**src/core/pgp_pkg.sv**
```systemverilog
// Constants shared by the packet GPIO and PWM port block
package pgp_pkg;
   // ==========================================================
   // Command and answer codes
   localparam logic [7:0] PGP_CMD_STORE = 8'h04;
   localparam logic [7:0] PGP_CMD_SET = 8'h22;
   localparam logic [7:0] PGP_CMD_READ = 8'h23;
   localparam logic [7:0] PGP_RSP_OK = 8'h40;
   localparam logic [7:0] PGP_RSP_ERR = 8'hC0;
   localparam logic [7:0] PGP_LEN_READ_RSP = 8'h04;
   // ==========================================================
   // Channel map and field limits
   localparam int PGP_NUM_GPIO = 5;
   localparam int PGP_NUM_CHAN = 13;
   localparam logic [7:0] PGP_NUM_CHAN_B = 8'h0D;
   localparam logic [7:0] PGP_VAL_HIGH = 8'h64;
   localparam logic [7:0] PGP_CFG_MAX = 8'h0F;
   localparam int PGP_CFG_FUNC_BIT = 3;
   // ==========================================================
   // Drive mode codes
   localparam logic [2:0] PGP_DM_UP_PD = 3'h0;
   localparam logic [2:0] PGP_DM_STRONG = 3'h1;
   localparam logic [2:0] PGP_DM_HIZ = 3'h2;
   localparam logic [2:0] PGP_DM_PU_DN = 3'h3;
   localparam logic [2:0] PGP_DM_UP_HIZ = 3'h4;
   localparam logic [2:0] PGP_DM_STRONG2 = 3'h5;
   localparam logic [2:0] PGP_DM_RSVD = 3'h6;
   localparam logic [2:0] PGP_DM_HIZ_DN = 3'h7;
   // ==========================================================
   // Factory boot state: value and configuration per channel
   localparam logic [7:0] PGP_FACT_VAL [PGP_NUM_CHAN] = '{default: 8'h00};
   localparam logic [3:0] PGP_FACT_CFG [PGP_NUM_CHAN] = '{4'h2, 4'h3, 4'h2, 4'h2, 4'h2,
      4'h9, 4'h9, 4'h9, 4'h9, 4'h9, 4'h9, 4'h9, 4'h9};
   // ==========================================================
   // Timing
   localparam int PGP_CLK_PERIOD_NS = 4;
   localparam int PGP_SAMPLE_HZ = 32;
   localparam int PGP_SAMPLE_PERIOD_NS = 1000000000 / PGP_SAMPLE_HZ;
   localparam int PGP_SAMPLE_CYC = PGP_SAMPLE_PERIOD_NS / PGP_CLK_PERIOD_NS;
   localparam int PGP_PWM_PERIOD_NS = 10000000;
   localparam int PGP_PWM_STEPS = 100;
   localparam int PGP_PWM_STEP_CYC = PGP_PWM_PERIOD_NS / PGP_PWM_STEPS / PGP_CLK_PERIOD_NS;
endpackage

```
**src/core/pgp_samp_if.sv**
```systemverilog
// Link between the port core and one pin sampler
`timescale 1ns/1ns
interface pgp_samp_if;
   logic tick;
   logic pin;
   logic clr;
   logic level;
   logic rise;
   logic fall;
   modport sampler (input tick, input pin, input clr, output level, output rise, output fall);
   modport owner (output tick, output pin, output clr, input level, input rise, input fall);
endinterface

```
**src/core/pgp_pwm_chan.sv**
```systemverilog
// One PWM output channel compared against the shared step index
`timescale 1ns/1ns
module pgp_pwm_chan
   import pgp_pkg::*;
(
   input wire logic clk,
   input wire logic rst_n,
   input wire logic [6:0] step,
   input wire logic [7:0] value,
   output logic level
);
   // ==========================================================
   // Compare
   wire full_on = (value >= PGP_VAL_HIGH);
   wire duty_on = ({1'b0, step} < value);

   // High for value steps out of each hundred, value 100 holds high
   always_ff @(posedge clk) begin
      if (!rst_n) level <= 1'b0;
      else level <= full_on | duty_on;
   end
endmodule

```
**src/core/pgp_pin_sampler.sv**
```systemverilog
// Slow input sampler with bounce rejection and sticky edge flags
`timescale 1ns/1ns
module pgp_pin_sampler
   import pgp_pkg::*;
(
   input wire logic clk,
   input wire logic rst_n,
   pgp_samp_if.sampler sif
);
   // ==========================================================
   // Sampling
   logic prev;
   wire agree = sif.tick && (sif.pin == prev);
   wire set_rise = agree && sif.pin && !sif.level;
   wire set_fall = agree && !sif.pin && sif.level;

   // Level moves only when two samples in a row agree, so bounce is filtered
   always_ff @(posedge clk) begin
      if (!rst_n) begin
         prev <= 1'b0;
         sif.level <= 1'b0;
      end else if (sif.tick) begin
         prev <= sif.pin;
         if (agree) sif.level <= sif.pin;
      end
   end

   // Flags stick until the owner clears them; a new edge beats the clear
   always_ff @(posedge clk) begin
      if (!rst_n) begin
         sif.rise <= 1'b0;
         sif.fall <= 1'b0;
      end else begin
         sif.rise <= set_rise | (sif.rise & !sif.clr);
         sif.fall <= set_fall | (sif.fall & !sif.clr);
      end
   end
endmodule

```
**src/core/packet_gpio_pwm_port.sv**
```systemverilog
// Command driven GPIO and LED port with PWM, drive modes and sampled inputs
// Notes on behaviour
// - Index 0-4 pins, 5-12 LEDs, rest refused
// - Two bytes set value, three add config
// - Value 0 low, 1-99 PWM, 100 high
// - Three-bit drive mode selects pad drive
// - Mode 110 answered with error, not applied
// - Function bit 0 gives default function
// - Pins 1-3 default power sense, power, reset
// - Inputs sampled at 32 Hz, bounce free
// - Rising and falling edges latched per pin
// - Sampling free running, short pulses missed
// - Read takes index, answers four bytes
// - Byte one: level, falling, rising bits
// - Level reports the actual sampled pin
// - Byte two returns the stored value
// - Byte three returns config, upper zero
// - Value and config saved as boot state
`timescale 1ns/1ns
module pgp_gpio_port
   import pgp_pkg::*;
#(
   parameter int SAMPLE_CYC = PGP_SAMPLE_CYC,
   parameter int PWM_STEP_CYC = PGP_PWM_STEP_CYC
) (
   input wire logic clk,
   input wire logic rst_n,
   input wire logic cmd_valid,
   output logic cmd_ready,
   input wire logic [7:0] cmd_type,
   input wire logic [7:0] cmd_len,
   input wire logic [7:0] cmd_d0,
   input wire logic [7:0] cmd_d1,
   input wire logic [7:0] cmd_d2,
   output logic rsp_valid,
   input wire logic rsp_ready,
   output logic rsp_err,
   output logic [7:0] rsp_type,
   output logic [7:0] rsp_len,
   output logic [31:0] rsp_data,
   input wire logic boot_load,
   input wire logic atx_power_ctl,
   input wire logic atx_reset_ctl,
   output logic host_power_sense,
   input wire logic [PGP_NUM_GPIO-1:0] pin_in,
   output logic [PGP_NUM_GPIO-1:0] pin_out,
   output logic [PGP_NUM_GPIO-1:0] pin_oe,
   output logic [PGP_NUM_GPIO-1:0] pin_pull_up,
   output logic [PGP_NUM_GPIO-1:0] pin_pull_dn,
   output logic [PGP_NUM_CHAN-PGP_NUM_GPIO-1:0] led_output_channel
);
   localparam int SW = $clog2(SAMPLE_CYC);
   localparam int PW = $clog2(PWM_STEP_CYC);

   // ==========================================================
   // Stored channel state, live and boot copies
   logic [7:0] val [PGP_NUM_CHAN];
   logic [3:0] cfg [PGP_NUM_CHAN];
   logic [7:0] boot_val [PGP_NUM_CHAN];
   logic [3:0] boot_cfg [PGP_NUM_CHAN];

   // ==========================================================
   // Command decode
   wire accept = cmd_valid && cmd_ready;
   wire is_set = (cmd_type == PGP_CMD_SET);
   wire is_read = (cmd_type == PGP_CMD_READ);
   wire is_store = (cmd_type == PGP_CMD_STORE);
   wire len_two = (cmd_len == 8'h02);
   wire len_three = (cmd_len == 8'h03);
   wire idx_ok = (cmd_d0 < PGP_NUM_CHAN_B);
   wire [3:0] idx = cmd_d0[3:0];
   wire val_ok = (cmd_d1 <= PGP_VAL_HIGH);
   // Upper bits of the config byte must be zero, and 110 is reserved
   wire cfg_ok = len_two || ((cmd_d2 <= PGP_CFG_MAX) && (cmd_d2[2:0] != PGP_DM_RSVD));
   wire set_ok = is_set && (len_two || len_three) && idx_ok && val_ok && cfg_ok;
   wire read_ok = is_read && (cmd_len == 8'h01) && idx_ok;
   wire store_ok = is_store && (cmd_len == 8'h00);
   wire cmd_ok = set_ok || read_ok || store_ok;
   wire do_set = accept && set_ok;
   wire do_cfg = do_set && len_three;
   wire do_read = accept && read_ok;
   wire do_store = accept && store_ok;

   // One command in flight; a restore of the boot state also holds commands off
   assign cmd_ready = !rsp_valid && !boot_load;

   // ==========================================================
   // Shared timebases
   logic [SW-1:0] samp_cnt;
   logic [PW-1:0] step_cnt;
   logic [6:0] step;
   wire samp_tick = (samp_cnt == SW'(SAMPLE_CYC - 1));
   wire step_wrap = (step_cnt == PW'(PWM_STEP_CYC - 1));
   wire step_last = (step == 7'(PGP_PWM_STEPS - 1));

   // Sample tick runs on its own, never aligned to host traffic
   always_ff @(posedge clk) begin
      if (!rst_n) samp_cnt <= '0;
      else if (samp_tick) samp_cnt <= '0;
      else samp_cnt <= samp_cnt + SW'(1);
   end

   // Hundred steps per PWM period, each a fixed number of clocks
   always_ff @(posedge clk) begin
      if (!rst_n) begin
         step_cnt <= '0;
         step <= 7'h00;
      end else if (step_wrap) begin
         step_cnt <= '0;
         step <= step_last ? 7'h00 : step + 7'h01;
      end else begin
         step_cnt <= step_cnt + PW'(1);
      end
   end

   // ==========================================================
   // PWM channels and input samplers
   logic [PGP_NUM_CHAN-1:0] pwm;
   logic [PGP_NUM_CHAN-1:0] chan_level;
   logic [PGP_NUM_CHAN-1:0] chan_rise;
   logic [PGP_NUM_CHAN-1:0] chan_fall;
   pgp_samp_if sif [PGP_NUM_GPIO] ();

   genvar g;
   generate
      for (g = 0; g < PGP_NUM_CHAN; g++) begin : g_chan
         pgp_pwm_chan u_pwm (
            .clk(clk),
            .rst_n(rst_n),
            .step(step),
            .value(val[g]),
            .level(pwm[g])
         );
      end
      for (g = 0; g < PGP_NUM_GPIO; g++) begin : g_samp
         // Read clears flags of the queried pin only
         assign sif[g].tick = samp_tick;
         assign sif[g].pin = pin_in[g];
         assign sif[g].clr = do_read && (idx == 4'(g));
         assign chan_level[g] = sif[g].level;
         assign chan_rise[g] = sif[g].rise;
         assign chan_fall[g] = sif[g].fall;
         pgp_pin_sampler u_samp (
            .clk(clk),
            .rst_n(rst_n),
            .sif(sif[g])
         );
      end
      // LEDs have no input path; they report their own driven level
      for (g = PGP_NUM_GPIO; g < PGP_NUM_CHAN; g++) begin : g_led
         assign chan_level[g] = pwm[g];
         assign chan_rise[g] = 1'b0;
         assign chan_fall[g] = 1'b0;
      end
   endgenerate

   assign led_output_channel = pwm[PGP_NUM_CHAN-1:PGP_NUM_GPIO];
   assign host_power_sense = chan_level[1];

   // ==========================================================
   // Pad drive
   // Returns {oe, out, pull_up, pull_dn} for a mode and wanted level
   function automatic logic [3:0] pad_drive(input logic [2:0] mode, input logic lvl);
      logic [3:0] d;
      d = 4'h0;
      unique case (mode)
         PGP_DM_UP_PD: d = lvl ? 4'hC : 4'h1;
         PGP_DM_STRONG, PGP_DM_STRONG2: d = {1'b1, lvl, 2'b00};
         PGP_DM_HIZ: d = 4'h0;
         PGP_DM_PU_DN: d = lvl ? 4'h2 : 4'h8;
         PGP_DM_UP_HIZ: d = lvl ? 4'hC : 4'h0;
         PGP_DM_HIZ_DN: d = lvl ? 4'h0 : 4'h8;
         default: d = 4'h0;
      endcase
      return d;
   endfunction

   // Default function levels: pin 1 is an input, pins 2 and 3 follow the ATX logic
   wire [PGP_NUM_GPIO-1:0] dflt_lvl = {1'b0, atx_reset_ctl, atx_power_ctl, 1'b0, 1'b0};
   logic [3:0] drv [PGP_NUM_GPIO];
   generate
      for (g = 0; g < PGP_NUM_GPIO; g++) begin : g_pad
         // Mode still applies when the default function owns the pin
         wire want = cfg[g][PGP_CFG_FUNC_BIT] ? pwm[g] : dflt_lvl[g];
         assign drv[g] = pad_drive(cfg[g][2:0], want);
         always_ff @(posedge clk) begin
            if (!rst_n) begin
               pin_oe[g] <= 1'b0;
               pin_out[g] <= 1'b0;
               pin_pull_up[g] <= 1'b0;
               pin_pull_dn[g] <= 1'b0;
            end else begin
               pin_oe[g] <= drv[g][3];
               pin_out[g] <= drv[g][2];
               pin_pull_up[g] <= drv[g][1];
               pin_pull_dn[g] <= drv[g][0];
            end
         end
      end
   endgenerate

   // ==========================================================
   // Channel state and boot copy
   // Reset puts the factory state in both copies; boot_load replays the boot copy
   always_ff @(posedge clk) begin
      if (!rst_n) begin
         val <= PGP_FACT_VAL;
         cfg <= PGP_FACT_CFG;
      end else if (boot_load) begin
         val <= boot_val;
         cfg <= boot_cfg;
      end else if (do_set) begin
         val[idx] <= cmd_d1;
         if (do_cfg) cfg[idx] <= cmd_d2[3:0];
      end
   end

   // Store copies value and config of every channel
   always_ff @(posedge clk) begin
      if (!rst_n) begin
         boot_val <= PGP_FACT_VAL;
         boot_cfg <= PGP_FACT_CFG;
      end else if (do_store) begin
         boot_val <= val;
         boot_cfg <= cfg;
      end
   end

   // ==========================================================
   // Answer
   // Read answer bytes: index, flags, stored value, config with top nibble zero
   wire [7:0] flag_byte = {5'h00, chan_rise[idx], chan_fall[idx], chan_level[idx]};
   wire [31:0] read_data = {4'h0, cfg[idx], val[idx], flag_byte, cmd_d0};
   wire [7:0] next_type = cmd_ok ? (cmd_type | PGP_RSP_OK) : (cmd_type | PGP_RSP_ERR);

   // Answer is captured at acceptance, so edges after it wait for the next read
   always_ff @(posedge clk) begin
      if (!rst_n) begin
         rsp_valid <= 1'b0;
         rsp_err <= 1'b0;
         rsp_type <= 8'h00;
         rsp_len <= 8'h00;
         rsp_data <= 32'h0000_0000;
      end else if (accept) begin
         rsp_valid <= 1'b1;
         rsp_err <= !cmd_ok;
         rsp_type <= next_type;
         rsp_len <= read_ok ? PGP_LEN_READ_RSP : 8'h00;
         rsp_data <= read_ok ? read_data : 32'h0000_0000;
      end else if (rsp_ready) begin
         rsp_valid <= 1'b0;
      end
   end
endmodule

```
**config.mk**
```make
export PLATFORM = sky130hd
export DESIGN_NAME = pgp_gpio_port
export DESIGN_NICKNAME = d
export VERILOG_FILES = /design/src/core/pgp_pkg.sv /design/src/core/pgp_samp_if.sv /design/src/core/pgp_pwm_chan.sv /design/src/core/pgp_pin_sampler.sv /design/src/core/packet_gpio_pwm_port.sv
export SDC_FILE = /design/constraint.sdc
export NUM_CORES = 1
export LEC_CHECK = 0
export BUFFER_PORTS_ARGS = -buffer_cell sky130_fd_sc_hd__buf_2
export CORE_ASPECT_RATIO = 1.1
export CORE_MARGIN = 2
export CORE_UTILIZATION = 39
export CTS_CLUSTER_SIZE = 12
export DETAILED_ROUTE_END_ITERATION = 8
export GPL_TIMING_DRIVEN = 0
export HOLD_SLACK_MARGIN = 0.15
export SLEW_MARGIN = 20
export SYNTH_ARGS = -nofsm -noshare
export SYNTH_HDL_FRONTEND = slang
export SYNTH_HIERARCHICAL = 1
export SYNTH_SLANG_ARGS = --single-unit
```
**constraint.sdc**
```tcl
create_clock -name clk -period 4.7 [get_ports clk]
set_input_delay 0.235 -clock clk [delete_from_list [all_inputs] [get_ports clk]]
set_output_delay 0.235 -clock clk [all_outputs]
set_load 0.03 [all_outputs]
```
Yosys cells after proc, flatten, opt, wreduce, memory -nomap -nowiden
Index checks and enable logic that the tools add are counted.

word-level totals
  flip-flop bits (word level) = 460
  output and inout port bits = 80

cells by class
  add/sub/neg operators = 3
  order comparisons = 32
  eq/ne operators = 44
  mux-type cells = 59
  bitwise operators = 35
  reductions and logical operators = 90

operators by type and width
  operator                                                               count
  104-bit 2-to-1 mux                                                     2
  52-bit 2-to-1 mux                                                      3
  104-bit bitwise mux                                                    1
  8-bit by 7-bit >= comparator with 1-bit output, second input constant  13
  7-bit by 8-bit < comparator with 1-bit output                          13
  4-bit case mux with 5 select lines                                     5
  4-bit 2-to-1 mux                                                       23
  52-bit bitwise mux                                                     1
  3-bit == test, second input constant                                   15
  1-bit logical AND                                                      45
  8-bit binary-select mux with 4-bit select                              1
  8-bit demux with 4-bit select                                          1
  8-bit 2-to-1 mux                                                       4
  28-bit 2-to-1 mux                                                      1
  23-bit by 1-bit adder with 23-bit output, second input constant        1
  23-bit == test, second input constant                                  1
  1-bit OR                                                               23
  1-bit logical NOT                                                      18
  4-bit binary-select mux with 4-bit select                              1
  4-bit demux with 4-bit select                                          1
  8-bit by 2-bit == test with 1-bit output, second input constant        2
  8-bit by 6-bit == test with 1-bit output, second input constant        2
  15-bit by 1-bit adder with 15-bit output, second input constant        1
  15-bit == test, second input constant                                  1
  other kinds (31)                                                       84

Logic depth before layout (Yosys ltp)
  depth after elaboration = 11
  depth in mapped cells = 8
  gate-level depth less buffers = 7

By module
Netlist, hierarchy kept.

by module, submodules not included
  module           instances  cells an instance  area each (µm²)  seq. area each (µm²)
  pgp_gpio_port    1          2090               18092.4          8227.9
  pgp_pwm_chan     13         25                 210.2            20.0
  pgp_pin_sampler  5          17                 172.7            80.1

Worst setup path after synthesis
Ideal clock, no wire load.

  path type = register to register
  start point = reg samp_cnt[7]
  end point = reg g_samp[0].u_samp.sif.fall
  data arrival time = 2.182 ns
  required time = 4.642 ns
  slack = 2.460 ns
  cell stages (with the launch flop) = 7
  buffers on the path = 0
  path through = dfxtp_1 nand2_1 or4_1 or4_1 inv_1 and4bb_1 o21a_1

on the way
  longest elaborated chain between the ends = 5

ends and longest elaborated chain
  what                            RTL line                     text
  from (decl)                     packet_gpio_pwm_port.sv:89   logic [SW-1:0] samp_cnt;
  from (signal assigned)          packet_gpio_pwm_port.sv:100  else samp_cnt <= samp_cnt + SW'(1);
  23-bit == test                  packet_gpio_pwm_port.sv:92   wire samp_tick = (samp_cnt == SW'(SAMPLE_CYC - 1));
  via samp_tick                   packet_gpio_pwm_port.sv:92
  1-bit logical AND               pgp_pin_sampler.sv:13        wire agree = sif.tick && (sif.pin == prev);
  1-bit logical AND (2 in a row)  pgp_pin_sampler.sv:15        wire set_fall = agree && !sif.pin && sif.level;
  1-bit OR                        pgp_pin_sampler.sv:35        sif.fall <= set_fall | (sif.fall & !sif.clr);
  to (signal assigned)            pgp_pin_sampler.sv:35
  to (decl)                       pgp_samp_if.sv:10            modport sampler (input tick, input pin, input clr, output level, output rise, output fall);

The timed path passes the listed nets, and every way through them passes these cells.
A chain may end at the register's enable or synchronous reset.

Worst setup path in the final report
  start point = in cmd_type[3]
  end point = reg boot_val[102] (netlist bit)

on the way
  longest elaborated chain between the ends = 3

ends and longest elaborated chain
  what                                      RTL line                     text
  from (decl)                               packet_gpio_pwm_port.sv:30   input wire logic [7:0] cmd_type,
  8-bit by 3-bit == test with 1-bit output  packet_gpio_pwm_port.sv:67   wire is_store = (cmd_type == PGP_CMD_STORE);
  1-bit logical AND                         packet_gpio_pwm_port.sv:77   wire store_ok = is_store && (cmd_len == 8'h00);
  1-bit logical AND                         packet_gpio_pwm_port.sv:82   wire do_store = accept && store_ok;
  to (signal assigned)                      packet_gpio_pwm_port.sv:224  boot_val <= val;
  to (decl)                                 packet_gpio_pwm_port.sv:59   logic [7:0] boot_val [PGP_NUM_CHAN];

Every way passes these cells.

==> summary.md <==
| Metric | Value |
|---|---|
| Outcome | `completed` |
| Die Span Y | `251 um` |
| CP required | `5140 ps` |
| Synth Area in Simple Gates | `19.1%` |
| WL per Instance | `23.3 um` |
| Share of post-route cells with drive strength above 1 | `13.4%` |
| Hold Path Class | `in -> reg` |
| EDFF count, synth | `0` |
| Distinct cells, synth | `66` |
| Slew @ Worst Pin | `1170 ps` |
| Crit path arrival time | `3730 ps` |
| Post-DRT Antenna Nets | `0` |
| Vias in the first global route | `19,700` |
| DRC viols | `0` |
| Total grt overflow | `0` |
| Final setup viols | `0` |
| Max-Cap Viols | `0` |
| Setup TNS | `0 ps` |
| RSZ-0062 raised after global routing | `no` |
| Leak | `9.44 nW` |
| Initial Util | `39.5%` |
| Post-placement cell area | `23,300 um2` |
| GP Congestion | `0.950` |
| Starting DRT DRC Count | `2,073` |
| Post-route cell area | `25,100 um2` |
| Clk_skew | `33.6 ps` |
| Gr usage total | `27.7%` |
| Worst slew margin | `21.9%` |
| Syn avg cell area | `8.68 um2` |
| Die ar. | `57,500 um2` |
| Power Total | `8.84 mW` |
| Layout overhead on the synthesized area | `15.8%` |
| TritonCTS clock tree | `built` |
| Total CTS buffers | `49` |
| Power per cell area | `352 nW/um2` |
| Mux cell area share after synthesis | `8.10%` |
| Placement Rows | `90` |
| Tmin final | `3300 ps` |
| Fin. Hold Viols | `0` |
| Most common cell after layout, fill and taps aside | `nand2_1` |
| Sequential share of the synthesized area | `41.0%` |
| Synth Area in XOR/XNOR | `1.57%` |
| Synth Area in Adders | `4.67%` |
| Max Buffers Root-to-Sink | `3` |
| Fmax | `303 MHz` |
| Reg clk slew, reported paths | `60 ps` |
| Ports | `132` |
| Port bufs | `115` |
| TritonCTS Sinks | `444` |
| Detailed Route WL | `80.8 mm` |
| Largest net degree at the start of global routing | `44` |
| Antenna violations before repair | `4` |
| Post-Syn Area | `21,700 um2` |
| DIE WIDTH | `229 um` |
| Max H-tree Level | `2` |
| Vias per inst | `5.86` |
| WS Path Type | `in -> reg` |
| Worst-skew pair later-pin latency | `610 ps` |
| Global-route wire length before repair | `122 mm` |
| Post-CTS setup buffers | `0` |
| Post-Syn Instances | `2,500` |
| NumNets Final | `2,833` |
| Fin crit share | `70.1%` |
| Synth warnings | `6` |
| Core area | `55,000 um2` |
| Flop2flop setup slack | `1780 ps` |
| Vias after detailed routing | `20,400` |
| Crit-path max FO | `10` |
| Synth Area in Compound Gates | `19.4%` |
| Largest family of logic cells by synthesized area | `compound AO/OA/AOI/OAI gates` |
| Minimum hold slack | `206 ps` |
| DP HPWL | `58.1 mm` |
| CP Capture Type | `flip-flop` |
| CTS Root Cell | `clkbuf_16` |
| Maximum vdd drop | `0.232 mV` |
| Ys async rst share | `0%` |
| Most frequent cells in the layout | `500 x nand2_1, 441 x dfxtp_1, 229 x a21oi_1` |
| Crit start category | `input pin` |
| Main synth FF type | `dfxtp_1` |
| Pre-antenna DRT Iters | `5` |
| Synth Register Bits | `444` |
| Slew Viols, Final | `0` |
-- routing by layer --
layer | GRT usage (%) | part of all wire, % | vias to the layer above
met3 | 5.80 | 9.1 | 284
met4 | 16.6 | 6.6 | 4
met5 | 0 | 0.028 | -
li1 | - | - | 9245
met1 | 34.3 | 39 | 9794
met2 | 44.4 | 45 | 1033
-- report_power, final --
group / switching [mW] / internal, mW
clock network: 1.64 / 2.38
registers: 0.126 / 3.86
logic: 0.546 / 0.293
-- kinds of logic (layout without fill, tap and decap cells) --
kind of cell / Yosys count / count (layout)
multiplexers: 106 / 106
AND/OR/NAND/NOR: 881 / 881
adder cells (fa/ha/maj): 81 / 81
other: 1 / 17
flip-flops: 444 / 444
buffers and inverters: 309 / 530
AO/OA/AOI/OAI: 639 / 639
XOR/XNOR: 39 / 39
-- stage by stage --
stage / util (%) / std cells / setup slack, ps
5_1_grt: 45.7 / 3472 / 1210
2_1_floorplan: - / 2515 / 2460
3_3_place_gp: 42.3 / 3366 / 910
3_5_place_dp: 42.3 / 3366 / 1060
4_1_cts: 45.7 / 3472 / 1400
6_report: 45.7 / 3473 / 1400
-- worst paths after layout --
check	startpoint	cells after the start	endpoint
worst min-delay path	cmd_d1[4]	3	val[28]
worst max register to register	rsp_valid	7	boot_val[102]
worst min register to register	rsp_data[25]	2	rsp_data[25]
worst max-delay path	cmd_type[3]	9	boot_val[102]
-- registers in the layout, indices dropped and copies added, names as in the netlist, 7 cells and up --
signal	count
rsp_type	8
val	104
g_chan.u_pwm/level	13
boot_val	104
boot_cfg	52
cfg	52
samp_cnt	23
rsp_data	23
step	7
step_cnt	15
-- synth_stat cells, types with 15 or more instances --
library cell  instances  area share, %
nand2_1             500            8.7
dfxtp_1             444             41
a21oi_1             229            5.3
a211oi_1            200            6.9
inv_1               114            2.0
clkbuf_1            113            2.0
nor2_1              104            1.8
ha_1                 81            4.7
o21ai_0              66            1.5
mux4_2               54            5.6
nand3_1              52            1.2
buf_2                37           0.85
nand2b_1             37            1.1
mux2i_1              36            1.7
and3_1               29           0.84
buf_4                29            1.0
xor2_1               25            1.0
nor3_1               23           0.53
a21o_1               21           0.73
nor2b_1              21           0.61
o21a_1               18           0.62
o211ai_1             15           0.52
-- final cells by class --
type	instances	area, um2
diodes	1	2.50
plain buffers	195	910
clock buffers	68	1420
clock inverters	19	246
fillers	5333	29800
inverters	114	428
multi-input cells	1762	11500
flip-flops and latches	444	8890
well taps	736	921
repair buffers	134	768
-- worst max-delay path: stages --
cell and delay (ps):
dlygate4sd3_1 530, buf_2 130, nor4_2 620, nand4b_1 460, or3b_1 550, clkbuf_1 500, clkbuf_1 470, nand2_1 170
a21oi_1 70
-- repair_timing --
| item | in CTS | in global routing |
|---|---|---|
| gates resized for setup | 0 | 0 |
| hold buffers | 19 | 0 |
| endpoints found under the hold margin | 48 | 0 |
(Power assumes the default switching activity.)
